File: src/include/ppf_cfg.svh
// Register offsets, field positions, reset values and pin masks of the port block
`ifndef PPF_CFG_SVH
`define PPF_CFG_SVH

// Port indices inside the pin arrays
`define PPF_P0           3'd0
`define PPF_P1           3'd1
`define PPF_P4           3'd2
`define PPF_P5           3'd3
`define PPF_P6           3'd4
`define PPF_P7           3'd5
`define PPF_P12          3'd6
`define PPF_P13          3'd7

// Byte offsets; per-port registers step by four
`define PPF_OFS_DATA     12'h000
`define PPF_OFS_MODE     12'h020
`define PPF_OFS_PULL     12'h040
`define PPF_OFS_CTRL     12'h060
`define PPF_OFS_RISE     12'h064
`define PPF_OFS_FALL     12'h068
`define PPF_OFS_RTBUF    12'h06C
`define PPF_OFS_STAT     12'h070
`define PPF_OFS_MASK     12'h074

// Control register fields
`define PPF_CTRL_MEM     0
`define PPF_CTRL_ANI     1
`define PPF_CTRL_ANO     2
`define PPF_CTRL_RTP     3
`define PPF_CTRL_FBCUT   4
`define PPF_CTRL_P4IN    5
`define PPF_CTRL_RST     8'h20

// Status fields: bit 0 test flag, bits 7:1 external interrupt pins 0 to 6
`define PPF_STAT_TEST    0
`define PPF_STAT_IRQ_LSB 1

// Reset values
`define PPF_MODE_RST     8'hFF
`define PPF_BYTE_RST     8'h00

// Pin masks
`define PPF_P0_IN_ONLY   8'h81
`define PPF_P7_IMPL      8'h07
`define PPF_P13_IMPL     8'h03
`define PPF_P6_OD        8'h0F

// Control pin positions on the control port
`define PPF_P6_RD        4
`define PPF_P6_WR        5
`define PPF_P6_WAIT      6
`define PPF_P6_ADDRESS_LATCH_STROBE      7

`endif

File: src/include/ppf_pkg.sv
// Types shared by the port block
package ppf_pkg;

  typedef logic [7:0]      ppf_byte_t;
  typedef logic [7:0][7:0] ppf_pins_t;

  // External memory cycle sequence
  typedef enum logic [2:0] {
    PPF_BUS_IDLE,
    PPF_BUS_ADDR,
    PPF_BUS_HOLD,
    PPF_BUS_DATA,
    PPF_BUS_DONE
  } ppf_bus_st_t;

endpackage

File: src/hw/ppf_port_ctrl.sv
// Port pin function control: direction, pull-ups, alternate functions, AHB-Lite registers
//
// What this block does
// - Most port bits select input or output direction individually.
// - Bus port direction is switched for the whole byte only.
// - Any falling edge on the bus port sets the test flag.
// - Analog input assignment disables pull-ups on that port automatically.
// - Enabled pull-ups apply only while the pin is in input mode.
// - Four control-port pins are open drain, driving only low.
// - One port has only three usable bits, each independently directed.
// - External interrupt pins detect rising, falling or both edges.
// - Real-time outputs update together on a trigger event.
// - In memory expansion mode the bus port carries low address and data.
// - Address latch strobe pulses so external logic captures the address.
// - Control pins used for memory control lose their pull-ups.
`include "ppf_cfg.svh"
`timescale 1ns/10ps
`default_nettype none

module ppf_port_ctrl
  import ppf_pkg::*;
(
  input  wire logic        sys_clk,
  input  wire logic        reset,
  input  wire logic        clk_en,
  // AHB-Lite slave
  input  wire logic        hsel,
  input  wire logic [11:0] haddr,
  input  wire logic [1:0]  htrans,
  input  wire logic        hwrite,
  input  wire logic [2:0]  hsize,
  input  wire logic [31:0] hwdata,
  input  wire logic        hready,
  output logic             hreadyout,
  output logic             hresp,
  output logic [31:0]      hrdata,
  // Pins
  input  wire ppf_pins_t   pin_in,
  output ppf_pins_t        pin_out,
  output ppf_pins_t        pin_oe,
  output ppf_pins_t        pin_pu,
  // Peripheral side
  input  wire logic        rt_trigger,
  input  wire logic        mem_req,
  input  wire logic        mem_write,
  input  wire logic [15:0] mem_addr,
  input  wire logic [7:0]  mem_wdata,
  output logic [7:0]       mem_rdata,
  output logic             mem_done,
  output logic [6:0]       ext_irq_pins,
  output logic             falling_edge_test_flag,
  output logic             feedback_resistor_cut,
  output logic             irq
);

  ////////////////////////////////////////////////////////////////////////////
  // State
  ppf_byte_t   data_r [8];
  ppf_byte_t   mode_r [8];
  ppf_byte_t   pull_r [8];
  ppf_byte_t   ctrl_r;
  logic [6:0]  rise_r;
  logic [6:0]  fall_r;
  ppf_byte_t   rt_buf_r;
  ppf_byte_t   rt_out_r;
  ppf_byte_t   stat_r;
  ppf_byte_t   stat_nxt;
  ppf_byte_t   mask_r;
  logic [63:0] s1_r;
  logic [63:0] s2_r;
  logic [63:0] s3_r;
  logic [63:0] filt_r;
  ppf_pins_t   filt;
  ppf_byte_t   p4_prev_r;
  logic [6:0]  p0_prev_r;
  ppf_bus_st_t bus_st_r;
  ppf_bus_st_t bus_st_nxt;
  logic [15:0] addr_r;
  logic        wr_r;
  ppf_byte_t   wdata_r;
  logic        wr_ph_r;
  logic [11:0] wa_r;
  ppf_byte_t   mode_eff [8];
  ppf_byte_t   rd_val [8];
  logic [31:0] rd_word;
  logic        addr_ok;
  logic        mem_mode;
  logic [7:0]  edge_evt;
  logic        wait_req;

  assign mem_mode = ctrl_r[`PPF_CTRL_MEM];
  assign filt     = ppf_pins_t'(filt_r);

  ////////////////////////////////////////////////////////////////////////////
  // Pin synchroniser: three stages, change taken when stages two and three agree
  always_ff @(posedge sys_clk or posedge reset) begin
    if (reset) begin
      s1_r   <= '0;
      s2_r   <= '0;
      s3_r   <= '0;
      filt_r <= '0;
    end else if (clk_en) begin
      s1_r   <= 64'(pin_in);
      s2_r   <= s1_r;
      s3_r   <= s2_r;
      filt_r <= (s2_r & ~(s2_r ^ s3_r)) | (filt_r & (s2_r ^ s3_r));
    end
  end

  ////////////////////////////////////////////////////////////////////////////
  // Effective direction per bit, 1 means input
  always_comb begin
    for (int k = 0; k < 8; k++) begin
      mode_eff[k] = mode_r[k];
    end
    mode_eff[`PPF_P0]  = mode_r[`PPF_P0] | `PPF_P0_IN_ONLY;
    mode_eff[`PPF_P4]  = {8{ctrl_r[`PPF_CTRL_P4IN]}};
    mode_eff[`PPF_P7]  = mode_r[`PPF_P7] | ~`PPF_P7_IMPL;
    mode_eff[`PPF_P13] = mode_r[`PPF_P13] | ~`PPF_P13_IMPL;
  end

  ////////////////////////////////////////////////////////////////////////////
  // Pin drive and pull-ups
  always_comb begin
    for (int k = 0; k < 8; k++) begin
      pin_out[k] = data_r[k];
      pin_oe[k]  = ~mode_eff[k];
      pin_pu[k]  = pull_r[k] & mode_eff[k];
    end
    if (ctrl_r[`PPF_CTRL_ANI]) begin
      pin_pu[`PPF_P1] = '0;
    end
    pin_out[`PPF_P6][3:0] = 4'h0;
    pin_oe[`PPF_P6][3:0]  = ~mode_eff[`PPF_P6][3:0] & ~data_r[`PPF_P6][3:0];
    pin_pu[`PPF_P6][3:0]  = 4'h0;
    // real-time outputs come from the trigger-loaded latch
    if (ctrl_r[`PPF_CTRL_RTP]) begin
      pin_out[`PPF_P12] = rt_out_r;
      pin_oe[`PPF_P12]  = 8'hFF;
      pin_pu[`PPF_P12]  = '0;
    end
    // Analog outputs: digital driver and pull-up off
    if (ctrl_r[`PPF_CTRL_ANO]) begin
      pin_oe[`PPF_P13] = '0;
      pin_pu[`PPF_P13] = '0;
    end
    if (mem_mode) begin
      // bus port carries low address then data
      pin_out[`PPF_P4] = (bus_st_r == PPF_BUS_DATA) ? wdata_r : addr_r[7:0];
      pin_oe[`PPF_P4]  = {8{(bus_st_r == PPF_BUS_ADDR) || (bus_st_r == PPF_BUS_HOLD)
                            || ((bus_st_r == PPF_BUS_DATA) && wr_r)}};
      pin_pu[`PPF_P4]  = '0;
      pin_out[`PPF_P5] = addr_r[15:8];
      pin_oe[`PPF_P5]  = 8'hFF;
      pin_pu[`PPF_P5]  = '0;
      // Read and write strobes are active low; wait pin stays an input
      pin_out[`PPF_P6][`PPF_P6_RD]   = ~((bus_st_r == PPF_BUS_DATA) && !wr_r);
      pin_out[`PPF_P6][`PPF_P6_WR]   = ~((bus_st_r == PPF_BUS_DATA) && wr_r);
      pin_oe[`PPF_P6][`PPF_P6_WAIT]  = 1'b0;
      // strobe high only in the address cycle
      pin_out[`PPF_P6][`PPF_P6_ADDRESS_LATCH_STROBE] = (bus_st_r == PPF_BUS_ADDR);
      pin_oe[`PPF_P6][7:4] = 4'b1011;
      pin_pu[`PPF_P6][7:4] = 4'h0;
    end
  end

  ////////////////////////////////////////////////////////////////////////////
  // Read values per port
  always_comb begin
    for (int k = 0; k < 8; k++) begin
      // pin for inputs, latch for outputs
      rd_val[k] = (filt[k] & mode_eff[k]) | (data_r[k] & ~mode_eff[k]);
    end
    // Open-drain pins always read the wire
    rd_val[`PPF_P6][3:0] = filt[`PPF_P6][3:0];
    rd_val[`PPF_P7]  = rd_val[`PPF_P7] & `PPF_P7_IMPL;
    rd_val[`PPF_P13] = rd_val[`PPF_P13] & `PPF_P13_IMPL;
  end

  ////////////////////////////////////////////////////////////////////////////
  // AHB-Lite: zero wait states, always OKAY
  assign hreadyout = 1'b1;
  assign hresp     = 1'b0;
  assign addr_ok   = hsel && hready && htrans[1] && (hsize == 3'd2);

  always_comb begin
    rd_word = '0;
    if (haddr < `PPF_OFS_MODE) begin
      rd_word[7:0] = rd_val[haddr[4:2]];
    end else if (haddr < `PPF_OFS_PULL) begin
      rd_word[7:0] = mode_eff[haddr[4:2]];
    end else if (haddr < `PPF_OFS_CTRL) begin
      rd_word[7:0] = pull_r[haddr[4:2]];
    end else begin
      unique case (haddr)
        `PPF_OFS_CTRL:  rd_word[7:0] = ctrl_r;
        `PPF_OFS_RISE:  rd_word[6:0] = rise_r;
        `PPF_OFS_FALL:  rd_word[6:0] = fall_r;
        `PPF_OFS_RTBUF: rd_word[7:0] = rt_buf_r;
        `PPF_OFS_STAT:  rd_word[7:0] = stat_r;
        `PPF_OFS_MASK:  rd_word[7:0] = mask_r;
        default:        rd_word      = '0;
      endcase
    end
  end

  // Read data is captured at the address phase so it stands in the data phase
  always_ff @(posedge sys_clk or posedge reset) begin
    if (reset) begin
      hrdata  <= '0;
      wr_ph_r <= 1'b0;
      wa_r    <= '0;
    end else if (clk_en) begin
      wr_ph_r <= addr_ok && hwrite;
      if (addr_ok) begin
        wa_r <= haddr;
      end
      hrdata <= (addr_ok && !hwrite) ? rd_word : '0;
    end
  end

  ////////////////////////////////////////////////////////////////////////////
  // Software-written port registers
  always_ff @(posedge sys_clk or posedge reset) begin
    if (reset) begin
      for (int k = 0; k < 8; k++) begin
        data_r[k] <= `PPF_BYTE_RST;
        mode_r[k] <= `PPF_MODE_RST;
        pull_r[k] <= `PPF_BYTE_RST;
      end
    end else if (clk_en && wr_ph_r) begin
      if (wa_r < `PPF_OFS_MODE) begin
        data_r[wa_r[4:2]] <= hwdata[7:0];
      end else if (wa_r < `PPF_OFS_PULL) begin
        mode_r[wa_r[4:2]] <= hwdata[7:0];
      end else if (wa_r < `PPF_OFS_CTRL) begin
        pull_r[wa_r[4:2]] <= hwdata[7:0];
      end
    end
  end

  // Control, edge selects, real-time buffer, mask
  always_ff @(posedge sys_clk or posedge reset) begin
    if (reset) begin
      ctrl_r   <= `PPF_CTRL_RST;
      rise_r   <= '0;
      fall_r   <= '0;
      rt_buf_r <= `PPF_BYTE_RST;
      mask_r   <= `PPF_BYTE_RST;
    end else if (clk_en && wr_ph_r) begin
      unique case (wa_r)
        `PPF_OFS_CTRL:  ctrl_r   <= hwdata[7:0];
        `PPF_OFS_RISE:  rise_r   <= hwdata[6:0];
        `PPF_OFS_FALL:  fall_r   <= hwdata[6:0];
        `PPF_OFS_RTBUF: rt_buf_r <= hwdata[7:0];
        `PPF_OFS_MASK:  mask_r   <= hwdata[7:0];
        default: ;
      endcase
    end
  end

  // all eight outputs load at once on the trigger
  always_ff @(posedge sys_clk or posedge reset) begin
    if (reset) begin
      rt_out_r <= `PPF_BYTE_RST;
    end else if (clk_en && rt_trigger) begin
      rt_out_r <= rt_buf_r;
    end
  end

  ////////////////////////////////////////////////////////////////////////////
  // Edge detection on filtered pins
  always_ff @(posedge sys_clk or posedge reset) begin
    if (reset) begin
      p4_prev_r <= '0;
      p0_prev_r <= '0;
    end else if (clk_en) begin
      p4_prev_r <= filt[`PPF_P4];
      p0_prev_r <= filt[`PPF_P0][6:0];
    end
  end

  always_comb begin
    // any falling edge on the bus port
    edge_evt[`PPF_STAT_TEST] = |(p4_prev_r & ~filt[`PPF_P4]);
    // rising, falling or both per pin
    edge_evt[7:1] = (rise_r & ~p0_prev_r & filt[`PPF_P0][6:0])
                  | (fall_r & p0_prev_r & ~filt[`PPF_P0][6:0]);
  end

  // Sticky status, write one to clear; a new event wins over the clear
  always_comb begin
    stat_nxt = stat_r;
    if (wr_ph_r && (wa_r == `PPF_OFS_STAT)) begin
      stat_nxt = stat_r & ~hwdata[7:0];
    end
    stat_nxt = stat_nxt | edge_evt;
  end

  always_ff @(posedge sys_clk or posedge reset) begin
    if (reset) begin
      stat_r <= '0;
    end else if (clk_en) begin
      stat_r <= stat_nxt;
    end
  end

  assign irq                    = |(stat_r & mask_r);
  assign falling_edge_test_flag = stat_r[`PPF_STAT_TEST];
  assign ext_irq_pins           = filt[`PPF_P0][6:0];
  // bit software must set before using the subclock pin
  assign feedback_resistor_cut  = ctrl_r[`PPF_CTRL_FBCUT];

  ////////////////////////////////////////////////////////////////////////////
  // Memory cycle; data phase ends once its strobe is seen low through the pin filter while the wait pin is high
  assign wait_req = ~filt[`PPF_P6][`PPF_P6_WAIT]
                  | (wr_r ? filt[`PPF_P6][`PPF_P6_WR] : filt[`PPF_P6][`PPF_P6_RD]);

  always_comb begin
    bus_st_nxt = bus_st_r;
    unique case (bus_st_r)
      PPF_BUS_IDLE: if (mem_req && mem_mode) bus_st_nxt = PPF_BUS_ADDR;
      PPF_BUS_ADDR: bus_st_nxt = PPF_BUS_HOLD;
      PPF_BUS_HOLD: bus_st_nxt = PPF_BUS_DATA;
      PPF_BUS_DATA: if (!wait_req) bus_st_nxt = PPF_BUS_DONE;
      PPF_BUS_DONE: bus_st_nxt = PPF_BUS_IDLE;
    endcase
  end

  always_ff @(posedge sys_clk or posedge reset) begin
    if (reset) begin
      bus_st_r  <= PPF_BUS_IDLE;
      addr_r    <= '0;
      wr_r      <= 1'b0;
      wdata_r   <= '0;
      mem_rdata <= '0;
      mem_done  <= 1'b0;
    end else if (clk_en) begin
      bus_st_r <= bus_st_nxt;
      mem_done <= (bus_st_r == PPF_BUS_DATA) && !wait_req;
      if ((bus_st_r == PPF_BUS_IDLE) && mem_req && mem_mode) begin
        addr_r  <= mem_addr;
        wr_r    <= mem_write;
        wdata_r <= mem_wdata;
      end
      if ((bus_st_r == PPF_BUS_DATA) && !wait_req && !wr_r) begin
        mem_rdata <= filt[`PPF_P4];
      end
    end
  end

endmodule

`default_nettype wire

File: config.mk
export PLATFORM = sky130hd
export DESIGN_NAME = ppf_port_ctrl
export DESIGN_NICKNAME = d
export VERILOG_FILES = /design/src/include/ppf_pkg.sv /design/src/hw/ppf_port_ctrl.sv
export VERILOG_INCLUDE_DIRS = /design/src /design/src/include
export SDC_FILE = /design/constraint.sdc
export NUM_CORES = 1
export LEC_CHECK = 0
export BUFFER_PORTS_ARGS = -buffer_cell sky130_fd_sc_hd__buf_2
export CORE_UTILIZATION = 61
export DETAILED_ROUTE_END_ITERATION = 8
export PLACE_DENSITY = 0.82
export SYNTH_ARGS = -nofsm -noshare
export SYNTH_HDL_FRONTEND = slang
export SYNTH_SLANG_ARGS = --single-unit
File: constraint.sdc
create_clock -name sys_clk -period 33.3 [get_ports sys_clk]
set_input_delay 4.995 -clock sys_clk [delete_from_list [all_inputs] [get_ports sys_clk]]
set_output_delay 4.995 -clock sys_clk [all_outputs]
set_load 0.01 [all_outputs]
==> metrics, run 1 <==
status=complete, no violations; first-pass GRT wire length=106.0 mm; core area=38,920 um^2; total power=1.516 mW; DRT Wirelength=71.07 mm; Die Width=201.4 um; post-route cell area=27,170 um^2; final setup fails=0; vias in the first global route=17,070; post-detailed-route DRC marker count=0; largest family of logic cells by synthesized area=multiplexers; CTS tree=done; Pleak=12.86 nW; n_diodes=0; Post-Synth Adder-Cell Area=0%; Hold EP=s2_r[5]; placed cell area=25,510 um^2; CTS Buf Count=51; crit path DAT=2.83 ns; XOR/XNOR Fraction of Synth Area=0%; Final Slew Violations=0; I/O Buffers=307; top-count cell post-synth=dfrtp_1; layout cells sized above 1=40.11%; cts hold-fix bufs=0; Die H=201.4 um; Post-CTS Setup Bufs=0; Vias=17,230; Slew Limit Headroom=27.56%; Bufs and invs on worst path=1; WP data required=28.30 ns; # Max-Cap Violations=0; Setup CP Type=flop to output pin; final core utilization=69.82%; number of synthesized flops with an enable pin=0; Syn Std Cell Area=24,250 um^2; CP Launch Point=ctrl_r[5]; crit-path cells=nor2b_1 -> a21oi_1 -> buf_2; RSZ-0062 raised after global routing=no; Pre-antenna DRT Iters=6; largest net degree at the start of global routing=220; Seq cells post-synth=510; endpoint class of the critical path=output pin; warnings from Yosys=0; die area=40,560 um^2; post-DP HPWL=48.75 mm; Final Cycle Share=23.51%; clock root cell=clkbuf_16; Fmax=127.7 MHz; skew final=0.03029 ns; dominant synthesized flop cell=dfrtp_1; sequential element share of the synthesized area=52.85%; Synth Area in Simple Gates=7.243%; top cell type's share of synthesized area=48.08%; synthesized instance count=2,023; Layout Nets=2,376; r2r setup slk=30.60 ns; Mean Syn Cell Area=11.99 um^2; asr flop ratio synth=100.0%; Hold Crit Depth=2; r2r worst-path depth=5; gpl congestion=0.9494; reg-to-reg critical path startpoint=wa_r[8]; Stages on worst setup path=3; worst skew pair latency=0.62 ns; IO Pins=391; largest fanout on the critical path=17; most frequent cells after synthesis=466 x dfrtp_1, 353 x mux2_2, 190 x o21ai_0; Bufs on Longest Clock Path=3; CP peak stage delay=0.85 ns; post-synthesis mux area share=24.50%; Largest delay share family, worst path=flip-flops; cts repair resizes=0; Total Routing Usage GR=35.12%; slowest cell on the critical path=dfstp_2; Synth Area in Compound Gates=8.579%; Filler cells=2,825; vias per std cell=6.176; Slew @ Worst Pin=1.080 ns; cell taking the most area after synthesis=dfrtp_1; PwrDens=55.77 nW/um^2; DR iter-0 viols=1,553; TritonCTS Sinks=510; final setup TNS=0 ns; Overflow after GRT=0; Hold Vio Cnt, Final=0; clock transition time at the flip-flop clock pins of the worst setup and hold paths=0.06 ns; area growth from synthesis to final layout=12.04%; initial antenna violation count=0; Initial Utilization=62.32%; Hold Crit Class=flop to flop; H-Tree Depth=2; r2r endpoint=pin_out[38]; worst min-delay path startpoint=s1_r[5]; Rows=72; top cells by area, synth=dfrtp_1 48%, mux2_2 16%, dfstp_2 4.8%; Tmin final=7.830 ns; Max VDD drop=0.05315 mV; Worst Setup Start Kind=flop; Synth cell types=66; wire per inst=25.48 um; antenna-violating nets left=0
==> metrics by stage <==
stage / setup WS (ns) / hold WS, ns / cells
finish: 25.47 / 0.4705 / 2789
global route: 25.40 / 0.4978 / 2789
CTS: 25.46 / 0.4784 / 2789
detailed placement: 25.60 / 0.4682 / 2695
global placement: 25.61 / 0.4627 / 2695
floorplan: 14.13 / 0.4492 / 2068
==> power breakdown <==
group | leakage, nW | internal (mW) | switching (mW) | total [mW]
combinational | 5.57 | 0.0743 | 0.101 | 0.175
clock | 0.808 | 0.324 | 0.248 | 0.572
sequential | 6.49 | 0.689 | 0.0800 | 0.769
total | 12.9 | 1.09 | 0.429 | 1.52
==> final cells by class <==
| class | count | area [um^2] | area share (%) |
|---|---|---|---|
| Sequential cell | 510 | 12820 | 47.17 |
| Multi-Input combinational cell | 1239 | 9965 | 36.67 |
| Timing Repair Buffer | 320 | 1672 | 6.152 |
| Clock buffer | 83 | 1536 | 5.654 |
| Tap cell | 518 | 648.1 | 2.385 |
| Inverter | 108 | 412.9 | 1.519 |
| Clock inverter | 11 | 122.6 | 0.4512 |
==> cells by family after synthesis <==
group / Yosys count
AOI/OAI and AO/OA: 360
buffers and inverters: 319
DFF: 510
muxes: 494
other: 2
and+or+nand+nor: 338
==> worst min-delay path, cell delays in order (launching register included) <==
cell	delay, ns
dfrtp_1	0.34
nand2_1	0.05
o21ai_0	0.06
==> how the worst max path moves through the flow <==
| stage | endpoint | slack (ns) |
|---|---|---|
| floorplan | asynchronous set/reset pin | 14.13 |
| global placement | hrdata[3] | 25.61 |
| detailed placement | hrdata[3] | 25.60 |
| CTS | pin_oe[16] | 25.46 |
| global route | pin_oe[16] | 25.40 |
| finish | pin_oe[16] | 25.47 |
==> cells in the final DEF (no fill, tap or decap), types with 11 or more instances in the layout <==
master	count
nor2b_1	21
clkbuf_16	51
conb_1	47
o21ai_0	190
clkbuf_1	18
nand2_1	110
buf_2	305
nand3b_1	13
inv_1	105
a22oi_1	11
clkbuf_8	14
mux2_2	353
a21oi_1	71
mux4_2	22
nor2_2	17
o22ai_1	11
mux2i_1	63
and2_1	21
a211oi_1	24
nand2b_1	26
dfrtp_1	466
buf_4	12
mux2_4	56
dfstp_2	44
nor2_1	70
nand3_1	11
==> routing by layer <==
layer	vias to the layer above	GRT usage, %	share of wire [%]
met5	-	0	0
met4	0	14.85	4.2
met3	182	6.301	8.5
met2	937	55.39	47
met1	8725	48.24	41
li1	7382	-	-
Power figures use the tool's default switching activity.
==> run 2, diff against run 1 <==
--- a/config.mk
+++ b/config.mk
@@ -7,9 +7,9 @@
 export NUM_CORES = 1
 export LEC_CHECK = 0
 export BUFFER_PORTS_ARGS = -buffer_cell sky130_fd_sc_hd__buf_2
-export CORE_UTILIZATION = 61
+export CORE_UTILIZATION = 52
 export DETAILED_ROUTE_END_ITERATION = 8
-export PLACE_DENSITY = 0.82
+export PLACE_DENSITY = 0.74
 export SYNTH_ARGS = -nofsm -noshare
 export SYNTH_HDL_FRONTEND = slang
 export SYNTH_SLANG_ARGS = --single-unit
==> constraint.sdc (replaced) <==
create_clock -name sys_clk -period 6.5 [get_ports sys_clk]
set_input_delay 0.975 -clock sys_clk [delete_from_list [all_inputs] [get_ports sys_clk]]
set_output_delay 0.975 -clock sys_clk [all_outputs]
set_load 0.01 [all_outputs]
==> run 2 against run 1 <==
Compared with the run above: die area increased by 17%; sequential share of layout area shrank 0.19 points; clock skew is 0.012 ns lower; non-clock buffer count rose by 2; sequential power rose to 5.1 times the previous value; combinational power increased to 5.0 times the previous value; total power rose to 5.1 times the previous value; largest cell class unchanged.
==> metrics, run 2 (synthesized netlist as in run 1, its figures left out) <==
die area=47,510 um^2; final core utilization=59.74%; Hold Crit Depth=2; Post-CTS Setup Bufs=0; IO Pins=391; Layout Nets=2,381; combinational power share=11.4%; Tmin final=3.689 ns; Placed Cells=2,779; DR iter-0 viols=1,315; slowest cell on the critical path=dfstp_2; Slew @ Worst Pin=1.021 ns; TritonCTS Sinks=510; Fmax=271.1 MHz; Die H=218.0 um; Pleak=12.86 nW; Initial Utilization=53.10%; post-detailed-route DRC marker count=0; Net Sw Frac=27.93%; vias per std cell=5.878; Net Switching=2.153 mW; Stages on worst setup path=3; Hold Crit Class=flop to flop; worst hold slack=0.4777 ns; vias in the first global route=16,440; Final Cycle Share=56.76%; Vias=16,900; initial antenna violation count=1; first-pass GRT wire length=103.8 mm; Bufs and invs on worst path=1; Total Routing Usage GR=29.49%; skew final=0.01817 ns; layout cells sized above 1=40.06%; CP peak stage delay=0.85 ns; clock root cell=clkbuf_16; Hold Vio Cnt, Final=0; H-Tree Depth=2; Slew Limit Headroom=31.96%; CTS Buf Count=54; commonest non-fill, non-tap cell in the layout=dfrtp_1; # Max-Cap Violations=0; Die Width=218.0 um; worst skew pair latency=0.61 ns; Clk pwr share=37.6%; Rows=78; final std cells w/o fill=2,875; cts hold-fix bufs=0; final setup fails=0; crit-path cells=nor2b_1 -> a21oi_1 -> buf_2; cts repair resizes=0; Overflow after GRT=0; clock transition time at the flip-flop clock pins of the worst setup and hold paths=0.06 ns; I/O Buffers=307; Bufs on Longest Clock Path=3; largest fanout on the critical path=17; r2r worst-path depth=5; gpl congestion=0.9077; Worst Setup Start Kind=flop; area growth from synthesis to final layout=12.51%; Pre-antenna DRT Iters=5; RSZ-0062 raised after global routing=no; core area=45,670 um^2; PwrDens=282.5 nW/um^2; wire per inst=24.28 um; WP data required=5.52 ns; placed cell area=25,640 um^2; antenna-violating nets left=0; DRT Wirelength=69.81 mm; Setup CP Type=flop to output pin; commonest non-fill, non-tap cells in the layout=466 x dfrtp_1, 353 x mux2_2, 305 x buf_2; Max VDD drop=0.2452 mV; post-DP HPWL=49.12 mm; internal power=5.555 mW; status=complete, no violations; largest net degree at the start of global routing=187; endpoint class of the critical path=output pin; total power=7.708 mW; crit path DAT=2.71 ns; CTS tree=done; Final Slew Violations=0; post-route cell area=27,290 um^2; Seq pwr share=51.0%; Largest delay share family, worst path=flip-flops
-- run 2: worst paths after layout --
| check | start | endpoint | slack (ns) |
|---|---|---|---|
| worst max-delay path | ctrl_r[5] | pin_oe[18] | 2.81 |
| worst min-delay path | s1_r[34] | s2_r[34] | 0.48 |
| worst max register to register | wa_r[8] | data_r[31] | 3.70 |
| worst min register to register | s1_r[34] | s2_r[34] | 0.48 |
| max in group asynchronous | reset | hrdata[0] | 4.48 |
| min in group asynchronous | reset | s1_r[41] | 0.56 |
-- run 2: metal layers --
metal	vias up	GRT usage, %	part of all wire, %
met5	-	0	0
li1	7377	-	-
met1	8668	41.73	42
met4	0	11.82	4.2
met2	709	45.13	46
met3	145	5.174	6.9
-- run 2: final cells by class --
class	count	area (um^2)
Antenna cell	1	2.502
Clock buffer	81	1513
Clock inverter	14	130.1
Fill cell	3679	18390
Inverter	108	409.1
Multi-Input combinational cell	1239	9965
Sequential cell	510	12820
Tap cell	600	750.7
Timing Repair Buffer	322	1699
-- run 2: through the flow --
stage | TNS [ns] | setup WS (ns)
floorplan | -635.36 | -1.363
global placement | 0 | 2.844
detailed placement | 0 | 2.801
CTS | 0 | 2.833
global route | 0 | 2.710
finish | 0 | 2.811
-- run 2: worst register-to-register path: cells and delay by family (launching register included) --
family	cells	cell delay, ns
multiplexers	1	0.42
flip-flops	1	0.38
AND/OR/NAND/NOR	4	1.88
-- run 2: power by group through the flow --
stage / Clock, mW / Combinational, mW / Sequential (mW)
6_report: 2.90 / 0.879 / 3.93
5_1_grt: 3.08 / 0.984 / 3.97
4_1_cts: 2.96 / 0.885 / 3.92
3_5_place_dp: 0 / 0.883 / 3.97
3_3_place_gp: 0 / 0.844 / 3.94
2_1_floorplan: 0 / 0.689 / 3.79
